==> src/verilog/dtpb_pkg.sv <==
package dtpb_pkg;

  // ****************************************************************
  // Register offsets
  // ****************************************************************
  localparam logic [3:0] DTPB_ADDR_CONTROL_FIRST  = 4'h0;
  localparam logic [3:0] DTPB_ADDR_CONTROL_SECOND = 4'h1;
  localparam logic [3:0] DTPB_ADDR_RELOAD_LOW     = 4'h2;
  localparam logic [3:0] DTPB_ADDR_SHARED_HIGH    = 4'h3;
  localparam logic [3:0] DTPB_ADDR_DUTY_LOW       = 4'h4;
  localparam logic [3:0] DTPB_ADDR_PRESCALE_COUNT = 4'h5;
  localparam logic [3:0] DTPB_ADDR_TONE_CONTROL   = 4'h6;
  localparam logic [3:0] DTPB_ADDR_IRQ_FLAG       = 4'h7;
  localparam logic [3:0] DTPB_ADDR_IRQ_ENABLE     = 4'h8;
  localparam logic [3:0] DTPB_ADDR_PROC_CONTROL   = 4'h9;

  // ****************************************************************
  // Field positions
  // ****************************************************************
  localparam int DTPB_BIT_RUN_ENABLE     = 0;
  localparam int DTPB_BIT_RELOAD_SELECT  = 1;
  localparam int DTPB_BIT_ONE_SHOT       = 2;
  localparam int DTPB_BIT_FAST_RC        = 3;
  localparam int DTPB_BIT_PWM_ACTIVE_LOW = 6;
  localparam int DTPB_BIT_PWM_OUT_ENABLE = 7;
  localparam int DTPB_BIT_PRESCALER_EN_N = 3;
  localparam int DTPB_BIT_EDGE_SELECT    = 4;
  localparam int DTPB_BIT_SOURCE_SELECT  = 5;
  localparam int DTPB_BIT_RELOAD_HI_LSB  = 4;
  localparam int DTPB_BIT_DUTY_HI_LSB    = 0;
  localparam int DTPB_BIT_TONE_ENABLE    = 7;
  localparam int DTPB_BIT_TONE_SOURCE    = 3;
  localparam int DTPB_BIT_UNDERFLOW      = 3;
  localparam int DTPB_BIT_GLOBAL_IRQ     = 7;

  // ****************************************************************
  // Reset values and fixed counts
  // ****************************************************************
  localparam logic [7:0] DTPB_RESET_BYTE    = 8'h00;
  localparam logic [9:0] DTPB_RESET_WORD    = 10'h000;
  localparam logic [9:0] DTPB_FREE_RUN_LOAD = 10'h3FF;
  localparam logic [1:0] DTPB_RESET_HI      = 2'h0;

  // Mask of the low (code + 1) bits: the divider wraps when they are all ones.
  function automatic logic [7:0] dtpb_ratio_mask(input logic [2:0] code);
    dtpb_ratio_mask = 8'hFF >> (3'h7 - code);
  endfunction : dtpb_ratio_mask

endpackage : dtpb_pkg

==> src/verilog/dtpb_tick_if.sv <==
`timescale 1ns/1ps
interface dtpb_tick_if;
  logic       source_tick;
  logic       prescaler_enable_n;
  logic [2:0] prescaler_ratio_select;
  logic [3:0] tone_frequency_select;
  logic       underflow;
  logic       timer_tick;
  logic [7:0] prescaler_count_value;
  logic       tone_output;

  modport timer (
    output source_tick,
    output prescaler_enable_n,
    output prescaler_ratio_select,
    output tone_frequency_select,
    output underflow,
    input  timer_tick,
    input  prescaler_count_value,
    input  tone_output
  );

  modport scaler (
    input  source_tick,
    input  prescaler_enable_n,
    input  prescaler_ratio_select,
    input  tone_frequency_select,
    input  underflow,
    output timer_tick,
    output prescaler_count_value,
    output tone_output
  );
endinterface : dtpb_tick_if
==> src/verilog/dtpb_down_timer.sv <==
// Our own choices: the address-and-strobe port and the placing of the registers.
`timescale 1ns/1ps
// How it works
// - Ten-bit down counter; reads return live count.
// - High reload bits first; running loads at underflow.
// - Stopped timer loads buffer on low write.
// - Control bit 0 enables counting.
// - Source: fast RC, external pin, or instruction.
// - Edge select: 1 falling, 0 rising.
// - Active-low enable inserts prescaler, three-bit ratio.
// - Prescaler count is readable.
// - One-shot counts once then stops.
// - Free run reloads buffer or 0x3FF.
// - Underflow sets sticky flag, gated interrupt request.
// - Control bit 7 drives PWM on pin.
// - Control bit 6 selects PWM active low.
// - Duty zero never active; compare count.
// - New duty takes effect after underflow.
// - Tone enable drives tone on pin.
// - Tone source: prescaler or timer output.
// - Tone divides source 1:2 to 1:256.
// - PWM wins over tone on pin.
// - Comparator output wins over everything.
// - Global enable bit 7 gates interrupt.
module dtpb_down_timer
  import dtpb_pkg::*;
(
  input  wire logic       clk_sys,
  input  wire logic       reset_n,
  input  wire logic [3:0] reg_addr,
  input  wire logic [7:0] reg_wdata,
  input  wire logic       reg_write,
  input  wire logic       reg_read,
  output logic      [7:0] reg_rdata,
  input  wire logic       external_count_clock,
  input  wire logic       internal_fast_rc_clock,
  input  wire logic       comparator_output_enable,
  input  wire logic       comparator_output,
  output logic            shared_output_pin,
  output logic            shared_output_pin_oe,
  output logic            timer_irq
);

  // ****************************************************************
  // Registers
  // ****************************************************************
  logic [7:0] timer_control_first;
  logic [7:0] timer_control_second;
  logic [1:0] reload_hi;
  logic [1:0] duty_hi;
  logic [9:0] reload_buffer;
  logic [9:0] duty_pending;
  logic [9:0] duty_active;
  logic [9:0] count;
  logic       one_shot_done;
  logic [7:0] tone_control_register;
  logic       underflow_flag;
  logic       underflow_irq_enable;
  logic       global_irq_enable;
  logic       ext_prev;
  logic       rc_prev;
  logic       pulse_width_output;

  logic       wr_control_first;
  logic       wr_control_second;
  logic       wr_reload_low;
  logic       wr_shared_high;
  logic       wr_duty_low;
  logic       wr_tone;
  logic       wr_flag;
  logic       wr_enable;
  logic       wr_proc;
  logic       running;
  logic       underflow;
  logic       ext_edge;
  logic       rc_edge;
  logic       next_pin;
  logic       next_oe;
  logic [9:0] next_count;
  logic [7:0] next_rdata;

  dtpb_tick_if link ();

  dtpb_scaler u_scaler (
    .clk_sys (clk_sys),
    .reset_n (reset_n),
    .link    (link)
  );

  // ****************************************************************
  // Write decode
  // ****************************************************************
  assign wr_control_first  = reg_write && (reg_addr == DTPB_ADDR_CONTROL_FIRST);
  assign wr_control_second = reg_write && (reg_addr == DTPB_ADDR_CONTROL_SECOND);
  assign wr_reload_low     = reg_write && (reg_addr == DTPB_ADDR_RELOAD_LOW);
  assign wr_shared_high    = reg_write && (reg_addr == DTPB_ADDR_SHARED_HIGH);
  assign wr_duty_low       = reg_write && (reg_addr == DTPB_ADDR_DUTY_LOW);
  assign wr_tone           = reg_write && (reg_addr == DTPB_ADDR_TONE_CONTROL);
  assign wr_flag           = reg_write && (reg_addr == DTPB_ADDR_IRQ_FLAG);
  assign wr_enable         = reg_write && (reg_addr == DTPB_ADDR_IRQ_ENABLE);
  assign wr_proc           = reg_write && (reg_addr == DTPB_ADDR_PROC_CONTROL);

  always_ff @(posedge clk_sys or negedge reset_n) begin
    if (!reset_n) begin
      timer_control_first   <= DTPB_RESET_BYTE;
      timer_control_second  <= DTPB_RESET_BYTE;
      tone_control_register <= DTPB_RESET_BYTE;
      underflow_irq_enable  <= 1'b0;
      global_irq_enable     <= 1'b0;
    end else begin
      if (wr_control_first) begin
        timer_control_first <= reg_wdata;
      end
      if (wr_control_second) begin
        timer_control_second <= reg_wdata;
      end
      if (wr_tone) begin
        tone_control_register <= reg_wdata;
      end
      if (wr_enable) begin
        underflow_irq_enable <= reg_wdata[DTPB_BIT_UNDERFLOW];
      end
      if (wr_proc) begin
        global_irq_enable <= reg_wdata[DTPB_BIT_GLOBAL_IRQ];
      end
    end
  end

  // ****************************************************************
  // Count source
  // ****************************************************************
  // Pins are synchronous, so one stage of history is enough for edges.
  always_ff @(posedge clk_sys or negedge reset_n) begin
    if (!reset_n) begin
      ext_prev <= 1'b0;
      rc_prev  <= 1'b0;
    end else begin
      ext_prev <= external_count_clock;
      rc_prev  <= internal_fast_rc_clock;
    end
  end

  assign ext_edge = timer_control_second[DTPB_BIT_EDGE_SELECT] ?
                    (ext_prev && !external_count_clock) :
                    (!ext_prev && external_count_clock);
  assign rc_edge  = !rc_prev && internal_fast_rc_clock;

  // The instruction clock is this block's own clock, so it ticks every cycle.
  assign link.source_tick = timer_control_first[DTPB_BIT_FAST_RC] ? rc_edge :
                            timer_control_second[DTPB_BIT_SOURCE_SELECT] ? ext_edge :
                            1'b1;
  assign link.prescaler_enable_n     = timer_control_second[DTPB_BIT_PRESCALER_EN_N];
  assign link.prescaler_ratio_select = timer_control_second[2:0];
  assign link.tone_frequency_select  = tone_control_register[3:0];
  assign link.underflow              = underflow;

  // ****************************************************************
  // Down counter
  // ****************************************************************
  assign running   = timer_control_first[DTPB_BIT_RUN_ENABLE] && !one_shot_done;
  assign underflow = running && link.timer_tick && (count == DTPB_RESET_WORD);

  always_comb begin
    next_count = count;
    if (underflow) begin
      if (timer_control_first[DTPB_BIT_ONE_SHOT]) begin
        next_count = DTPB_RESET_WORD;
      end else if (timer_control_first[DTPB_BIT_RELOAD_SELECT]) begin
        next_count = reload_buffer;
      end else begin
        next_count = DTPB_FREE_RUN_LOAD;
      end
    end else if (running && link.timer_tick) begin
      next_count = count - 10'h001;
    end
  end

  always_ff @(posedge clk_sys or negedge reset_n) begin
    if (!reset_n) begin
      count <= DTPB_RESET_WORD;
    end else if (wr_reload_low && !timer_control_first[DTPB_BIT_RUN_ENABLE]) begin
      count <= {reload_hi, reg_wdata};
    end else begin
      count <= next_count;
    end
  end

  // A one-shot run parks at zero until software rewrites the first control register.
  always_ff @(posedge clk_sys or negedge reset_n) begin
    if (!reset_n) begin
      one_shot_done <= 1'b0;
    end else if (wr_control_first) begin
      one_shot_done <= 1'b0;
    end else if (underflow && timer_control_first[DTPB_BIT_ONE_SHOT]) begin
      one_shot_done <= 1'b1;
    end
  end

  // ****************************************************************
  // Reload and duty buffers
  // ****************************************************************
  always_ff @(posedge clk_sys or negedge reset_n) begin
    if (!reset_n) begin
      reload_hi     <= DTPB_RESET_HI;
      duty_hi       <= DTPB_RESET_HI;
      reload_buffer <= DTPB_RESET_WORD;
      duty_pending  <= DTPB_RESET_WORD;
    end else begin
      if (wr_shared_high) begin
        reload_hi <= reg_wdata[DTPB_BIT_RELOAD_HI_LSB +: 2];
        duty_hi   <= reg_wdata[DTPB_BIT_DUTY_HI_LSB +: 2];
      end
      if (wr_reload_low) begin
        reload_buffer <= {reload_hi, reg_wdata};
      end
      if (wr_duty_low) begin
        duty_pending <= {duty_hi, reg_wdata};
      end
    end
  end

  // The duty in use changes only at a frame boundary, so no frame is torn.
  always_ff @(posedge clk_sys or negedge reset_n) begin
    if (!reset_n) begin
      duty_active <= DTPB_RESET_WORD;
    end else if (underflow) begin
      duty_active <= duty_pending;
    end
  end

  // ****************************************************************
  // Interrupt flag
  // ****************************************************************
  // A write of 0 clears the flag, but an underflow in the same cycle wins.
  always_ff @(posedge clk_sys or negedge reset_n) begin
    if (!reset_n) begin
      underflow_flag <= 1'b0;
    end else if (underflow) begin
      underflow_flag <= 1'b1;
    end else if (wr_flag && !reg_wdata[DTPB_BIT_UNDERFLOW]) begin
      underflow_flag <= 1'b0;
    end
  end

  always_ff @(posedge clk_sys or negedge reset_n) begin
    if (!reset_n) begin
      timer_irq <= 1'b0;
    end else begin
      timer_irq <= underflow_flag && underflow_irq_enable && global_irq_enable;
    end
  end

  // ****************************************************************
  // PWM and shared pin
  // ****************************************************************
  always_ff @(posedge clk_sys or negedge reset_n) begin
    if (!reset_n) begin
      pulse_width_output <= 1'b0;
    end else begin
      pulse_width_output <= (count < duty_active) ^
                            timer_control_first[DTPB_BIT_PWM_ACTIVE_LOW];
    end
  end

  always_comb begin
    next_pin = 1'b0;
    next_oe  = 1'b0;
    if (comparator_output_enable) begin
      next_pin = comparator_output;
      next_oe  = 1'b1;
    end else if (timer_control_first[DTPB_BIT_PWM_OUT_ENABLE]) begin
      next_pin = pulse_width_output;
      next_oe  = 1'b1;
    end else if (tone_control_register[DTPB_BIT_TONE_ENABLE]) begin
      next_pin = link.tone_output;
      next_oe  = 1'b1;
    end
  end

  always_ff @(posedge clk_sys or negedge reset_n) begin
    if (!reset_n) begin
      shared_output_pin    <= 1'b0;
      shared_output_pin_oe <= 1'b0;
    end else begin
      shared_output_pin    <= next_pin;
      shared_output_pin_oe <= next_oe;
    end
  end

  // ****************************************************************
  // Read path
  // ****************************************************************
  always_comb begin
    next_rdata = DTPB_RESET_BYTE;
    unique case (reg_addr)
      DTPB_ADDR_CONTROL_FIRST:  next_rdata = timer_control_first;
      DTPB_ADDR_CONTROL_SECOND: next_rdata = timer_control_second;
      DTPB_ADDR_RELOAD_LOW:     next_rdata = count[7:0];
      DTPB_ADDR_SHARED_HIGH:    next_rdata = {2'h0, count[9:8], 2'h0, duty_hi};
      DTPB_ADDR_DUTY_LOW:       next_rdata = duty_pending[7:0];
      DTPB_ADDR_PRESCALE_COUNT: next_rdata = link.prescaler_count_value;
      DTPB_ADDR_TONE_CONTROL:   next_rdata = tone_control_register;
      DTPB_ADDR_IRQ_FLAG:       next_rdata = {4'h0, underflow_flag, 3'h0};
      DTPB_ADDR_IRQ_ENABLE:     next_rdata = {4'h0, underflow_irq_enable, 3'h0};
      DTPB_ADDR_PROC_CONTROL:   next_rdata = {global_irq_enable, 7'h00};
      default:                  next_rdata = DTPB_RESET_BYTE;
    endcase
  end

  // Read data stand only in the cycle after the strobe, zero otherwise.
  always_ff @(posedge clk_sys or negedge reset_n) begin
    if (!reset_n) begin
      reg_rdata <= DTPB_RESET_BYTE;
    end else begin
      reg_rdata <= reg_read ? next_rdata : DTPB_RESET_BYTE;
    end
  end

endmodule : dtpb_down_timer

==> src/verilog/dtpb_scaler.sv <==
`timescale 1ns/1ps
module dtpb_scaler
  import dtpb_pkg::*;
(
  input wire logic clk_sys,
  input wire logic reset_n,
  dtpb_tick_if.scaler link
);

  // ****************************************************************
  // Prescaler
  // ****************************************************************
  logic [7:0] count;
  logic [7:0] tone_count;
  logic       tone_level;
  logic       scaled_tick;
  logic       tone_event;
  logic [7:0] tone_mask;

  assign scaled_tick = link.source_tick &&
                       ((count & dtpb_ratio_mask(link.prescaler_ratio_select)) ==
                        dtpb_ratio_mask(link.prescaler_ratio_select));
  // A cleared active-low enable puts the divider in the count path.
  assign link.timer_tick = link.prescaler_enable_n ? link.source_tick : scaled_tick;
  assign link.prescaler_count_value = count;

  always_ff @(posedge clk_sys or negedge reset_n) begin
    if (!reset_n) begin
      count <= DTPB_RESET_BYTE;
    end else if (link.source_tick) begin
      count <= count + 8'h01;
    end
  end

  // ****************************************************************
  // Tone divider
  // ****************************************************************
  assign tone_event = link.tone_frequency_select[DTPB_BIT_TONE_SOURCE] ?
                      link.underflow : scaled_tick;
  assign tone_mask  = dtpb_ratio_mask(link.tone_frequency_select[2:0]);
  assign link.tone_output = tone_level;

  // The level flips each time the divider wraps, giving a square wave.
  always_ff @(posedge clk_sys or negedge reset_n) begin
    if (!reset_n) begin
      tone_count <= DTPB_RESET_BYTE;
      tone_level <= 1'b0;
    end else if (tone_event) begin
      tone_count <= tone_count + 8'h01;
      if ((tone_count & tone_mask) == tone_mask) begin
        tone_level <= ~tone_level;
      end
    end
  end

endmodule : dtpb_scaler

==> config.mk <==
export PLATFORM = sky130hd
export DESIGN_NAME = dtpb_down_timer
export DESIGN_NICKNAME = d
export VERILOG_FILES = /design/src/verilog/dtpb_pkg.sv /design/src/verilog/dtpb_tick_if.sv /design/src/verilog/dtpb_down_timer.sv /design/src/verilog/dtpb_scaler.sv
export SDC_FILE = /design/constraint.sdc
export NUM_CORES = 1
export LEC_CHECK = 0
export ABC_AREA = 0
export BUFFER_PORTS_ARGS = -buffer_cell sky130_fd_sc_hd__buf_2
export CAP_MARGIN = 10
export CORE_UTILIZATION = 35
export CTS_CLUSTER_DIAMETER = 100
export DETAILED_ROUTE_END_ITERATION = 10
export MAX_ROUTING_LAYER = met4
export PLACE_DENSITY_LB_ADDON = 0.1
export SYNTH_ARGS = -nofsm -noshare
export SYNTH_HDL_FRONTEND = slang
export SYNTH_SLANG_ARGS = --single-unit
==> constraint.sdc <==
create_clock -name clk_sys -period 2 [get_ports clk_sys]
set_input_delay 0.4 -clock clk_sys [delete_from_list [all_inputs] [get_ports clk_sys]]
set_output_delay 0.4 -clock clk_sys [all_outputs]
set_load 0.03 [all_outputs]
==> results_dict.tcl <==
set metrics [dict create \
    rsz0062_at_grt "yes" \
    yosysWarningCount 0 \
    setup-violations-final 19 \
    clock-sinks 103 \
    crit_start "timer_control_second[0]" \
    skew_ns 0.007921 \
    violations "hold timing, setup timing" \
    outcome "finished, violations left" \
    ant_nets 0 \
    drive_gt1_share_pct 36.28 \
    leakagePower_nw 2.923 \
    num_antenna_cells 0 \
    insertion_delay_ns 0.36 \
    synth_seq_cells 103 \
    fp-row-count 44 \
    crit_path_cell_trace "nor2b_1, o2111a_1, or4_4, a211oi_4, buf_6, mux2_4" \
    htreeDepth 3 \
    syn_inst 472 \
    synthSimpleGateAreaFrac_pct 12.49 \
    gr-total-overflow 0 \
    multi_input_area_sq_um 2603 \
    synth_adder_area_share_pct 2.883 \
    hold_viol_final 16 \
    grt_pass1_vias 4093 \
    drc_errors 0 \
    worstPathMaxFanout 8 \
    syn_area_sq_um 5207 \
    critical_path_class "reg -> reg" \
    r2r_start "timer_control_second[0]" \
    cts_buffer_depth 2 \
    drt_iter0_markers 141 \
    synthXorXnorAreaFrac_pct 3.196 \
    fp.dieH_um 124.0 \
    required_ns 2.24 \
    vdd_drop_max_v 0.0006588 \
    wl_um 14730 \
    fillerInstances 1390 \
    place_congestion 0.8629 \
    ys.flop_type "dfrtp_1" \
    slowest_delay_ns 0.46 \
    layout_min_cycle_time_ns 2.147 \
    synth_nets 504 \
    clk_transition_reported_paths_ns 0.07 \
    async_flop_share_pct 100.0 \
    nets 593 \
    layout_setup_ws_ns -0.1472 \
    routed_via_density 5.279 \
    crit_family "simple AND/OR/NAND/NOR gates" \
    final_cell_mix "101 x dfrtp_1, 60 x buf_4, 55 x mux2_2" \
    hpwl_um 10550 \
    coreArea_sq_um 14530 \
    io_pins 31 \
    grt_pass1_wl_um 23200 \
    syn_avg_cell_area_sq_um 11.03 \
    final_common_cell "dfrtp_1" \
    dr_total_vias 3954 \
    fin_crit_sh_pct 107.4 \
    seq_area_sq_um 2580 \
    synth_compound_area_share_pct 11.00 \
    holdBufCountCts 0 \
    cp_slowest_cell "dfrtp_2" \
    grt_max_degree 38 \
    area_growth_pct 25.61 \
    initial_core_util_pct 35.83 \
    clock.fmax_mhz 465.7 \
    cp-end-kind "register" \
    ys_types 55 \
    synth_top_family_by_area "multiplexers" \
    timing.hold.ws_ns -0.01075 \
    p_per_area_nw_per_um2 1169 \
    startpoint_type "register" \
    slew_viol_final 0 \
    fp.dieArea_sq_um 15370 \
    drtPass1Iterations 4 \
    synth.area.mux_share_pct 17.59 \
    crit_buf_inv 1 \
    grt_usage_pct 21.50 \
    worstMarginPinSlew_ns 0.6221 \
    wl_per_cell_um 19.66 \
    antenna_found_initial 0 \
    cts_tree "built" \
    arrival_ns 2.39 \
    synth_edf_count 0 \
    cap_viol_max_count 0 \
    ys_seq_area_share_pct 49.50 \
    tritoncts.num_buffers 9 \
    die_x_um 124.0 \
    relSlewSlack_pct 58.25 \
    io_buffers 30 \
    root_buffer "clkbuf_16" \
    hp-class "in -> async" \
    post-place-ws_ns -0.2104 \
]
[flip-flops by register name, indices dropped and copies added, names as in the netlist, 2 cells and up]
| register | count |
|---|---|
| reload_hi | 2 |
| count | 10 |
| duty_hi | 2 |
| duty_pending | 10 |
| reg_rdata | 8 |
| timer_control_first | 8 |
| duty_active | 10 |
| u_scaler.tone_count | 8 |
| tone_control_register | 8 |
| reload_buffer | 10 |
| u_scaler.link.prescaler_count_value | 8 |
| timer_control_second | 8 |
[cells in the mapped netlist (all sizes together), types with 2 or more instances]
cell | n | area (sq um)
o211ai | 3 | 22.52
and2 | 3 | 18.77
or3 | 3 | 18.77
nand2 | 37 | 138.9
nor2 | 24 | 90.09
nand3b | 3 | 22.52
inv | 28 | 105.1
o221ai | 8 | 70.07
o22a | 2 | 17.52
a211oi | 3 | 35.03
o31ai | 3 | 22.52
clkbuf | 16 | 60.06
nand2b | 7 | 43.79
nor3b | 4 | 35.03
nand4 | 7 | 43.79
dfrtp | 103 | 2577
xor2 | 5 | 43.79
mux2i | 6 | 60.06
a21oi | 21 | 105.1
mux4 | 5 | 112.6
nor2b | 8 | 50.05
buf | 2 | 8.750
and3 | 4 | 25.02
ha | 12 | 150.1
a31oi | 2 | 12.51
a22oi | 2 | 15.01
o21ai | 30 | 150.1
or2 | 3 | 18.77
nand3 | 10 | 50.05
nor3 | 7 | 35.03
a21boi | 2 | 15.01
nand4b | 3 | 26.28
mux2 | 66 | 743.2
nor4 | 2 | 12.51
xnor2 | 14 | 122.6
[where the power goes]
group	internal (mW)	leakage (nW)	total, mW	switching [mW]
sequential	2.59	1.30	3.11	0.515
clock	0.997	0.141	1.78	0.787
combinational	1.40	1.49	2.76	1.35
[final cells by class]
class | count | area share (%)
inverter | 28 | 1.607
sequential | 103 | 39.44
multi-input combinational | 323 | 39.79
timing repair buffer | 96 | 11.09
tap | 184 | 3.520
clock inverter | 5 | 0.8990
clock buffer | 10 | 3.653
[cells by family after synthesis]
kind of cell,Yosys count
buf+inv,46
compound gates,88
simple gates,127
fa+ha+maj,12
xor+xnor,19
flops,103
mux,77
[path summary, 6_finish.rpt]
check                                                               to  slack, ns  cells past startpoint
worst min register to register                  u_scaler.tone_count[7]       0.47                      1
max in group asynchronous                              duty_pending[5]       1.46                      2
min in group clk_sys                                           rc_prev       0.17                      1
worst max-delay path                            u_scaler.tone_count[1]      -0.15                      6
worst min-delay path            u_scaler.link.prescaler_count_value[7]      -0.01                      1
worst max register to register                  u_scaler.tone_count[1]      -0.15                      6
[per-stage QoR]
stage / instances / power (mW) / TNS, ns / util, % / cell area, sq um
after floorplan: 472 / 4.503 / -0.5798 / - / 5215
after global placement: 728 / 5.652 / -2.137 / 41.38 / 6015
after detailed placement: 728 / 5.690 / -2.523 / 41.38 / 6015
after CTS: 749 / 7.644 / -1.112 / 44.80 / 6511
after global routing: 749 / 8.157 / -2.907 / 45.01 / 6541
final: 749 / 7.645 / -1.534 / 45.01 / 6541
[metal layers]
metal  wire, um  track usage (%)
met1       6955            27.95
met2       7112            34.48
met3        450            4.441
met4        208            4.985
met5          0                -
[repair_timing]
item / in CTS / in global routing
buffers inserted: 5 / 0
hold endpoints to repair: 0 / 0
endpoints found under the setup margin: 21 / 31
pin swaps: 10 / 6
resized for setup: 32 / 6
cloned: 1 / 0
Note: power is estimated with default switching activity, not from simulation.
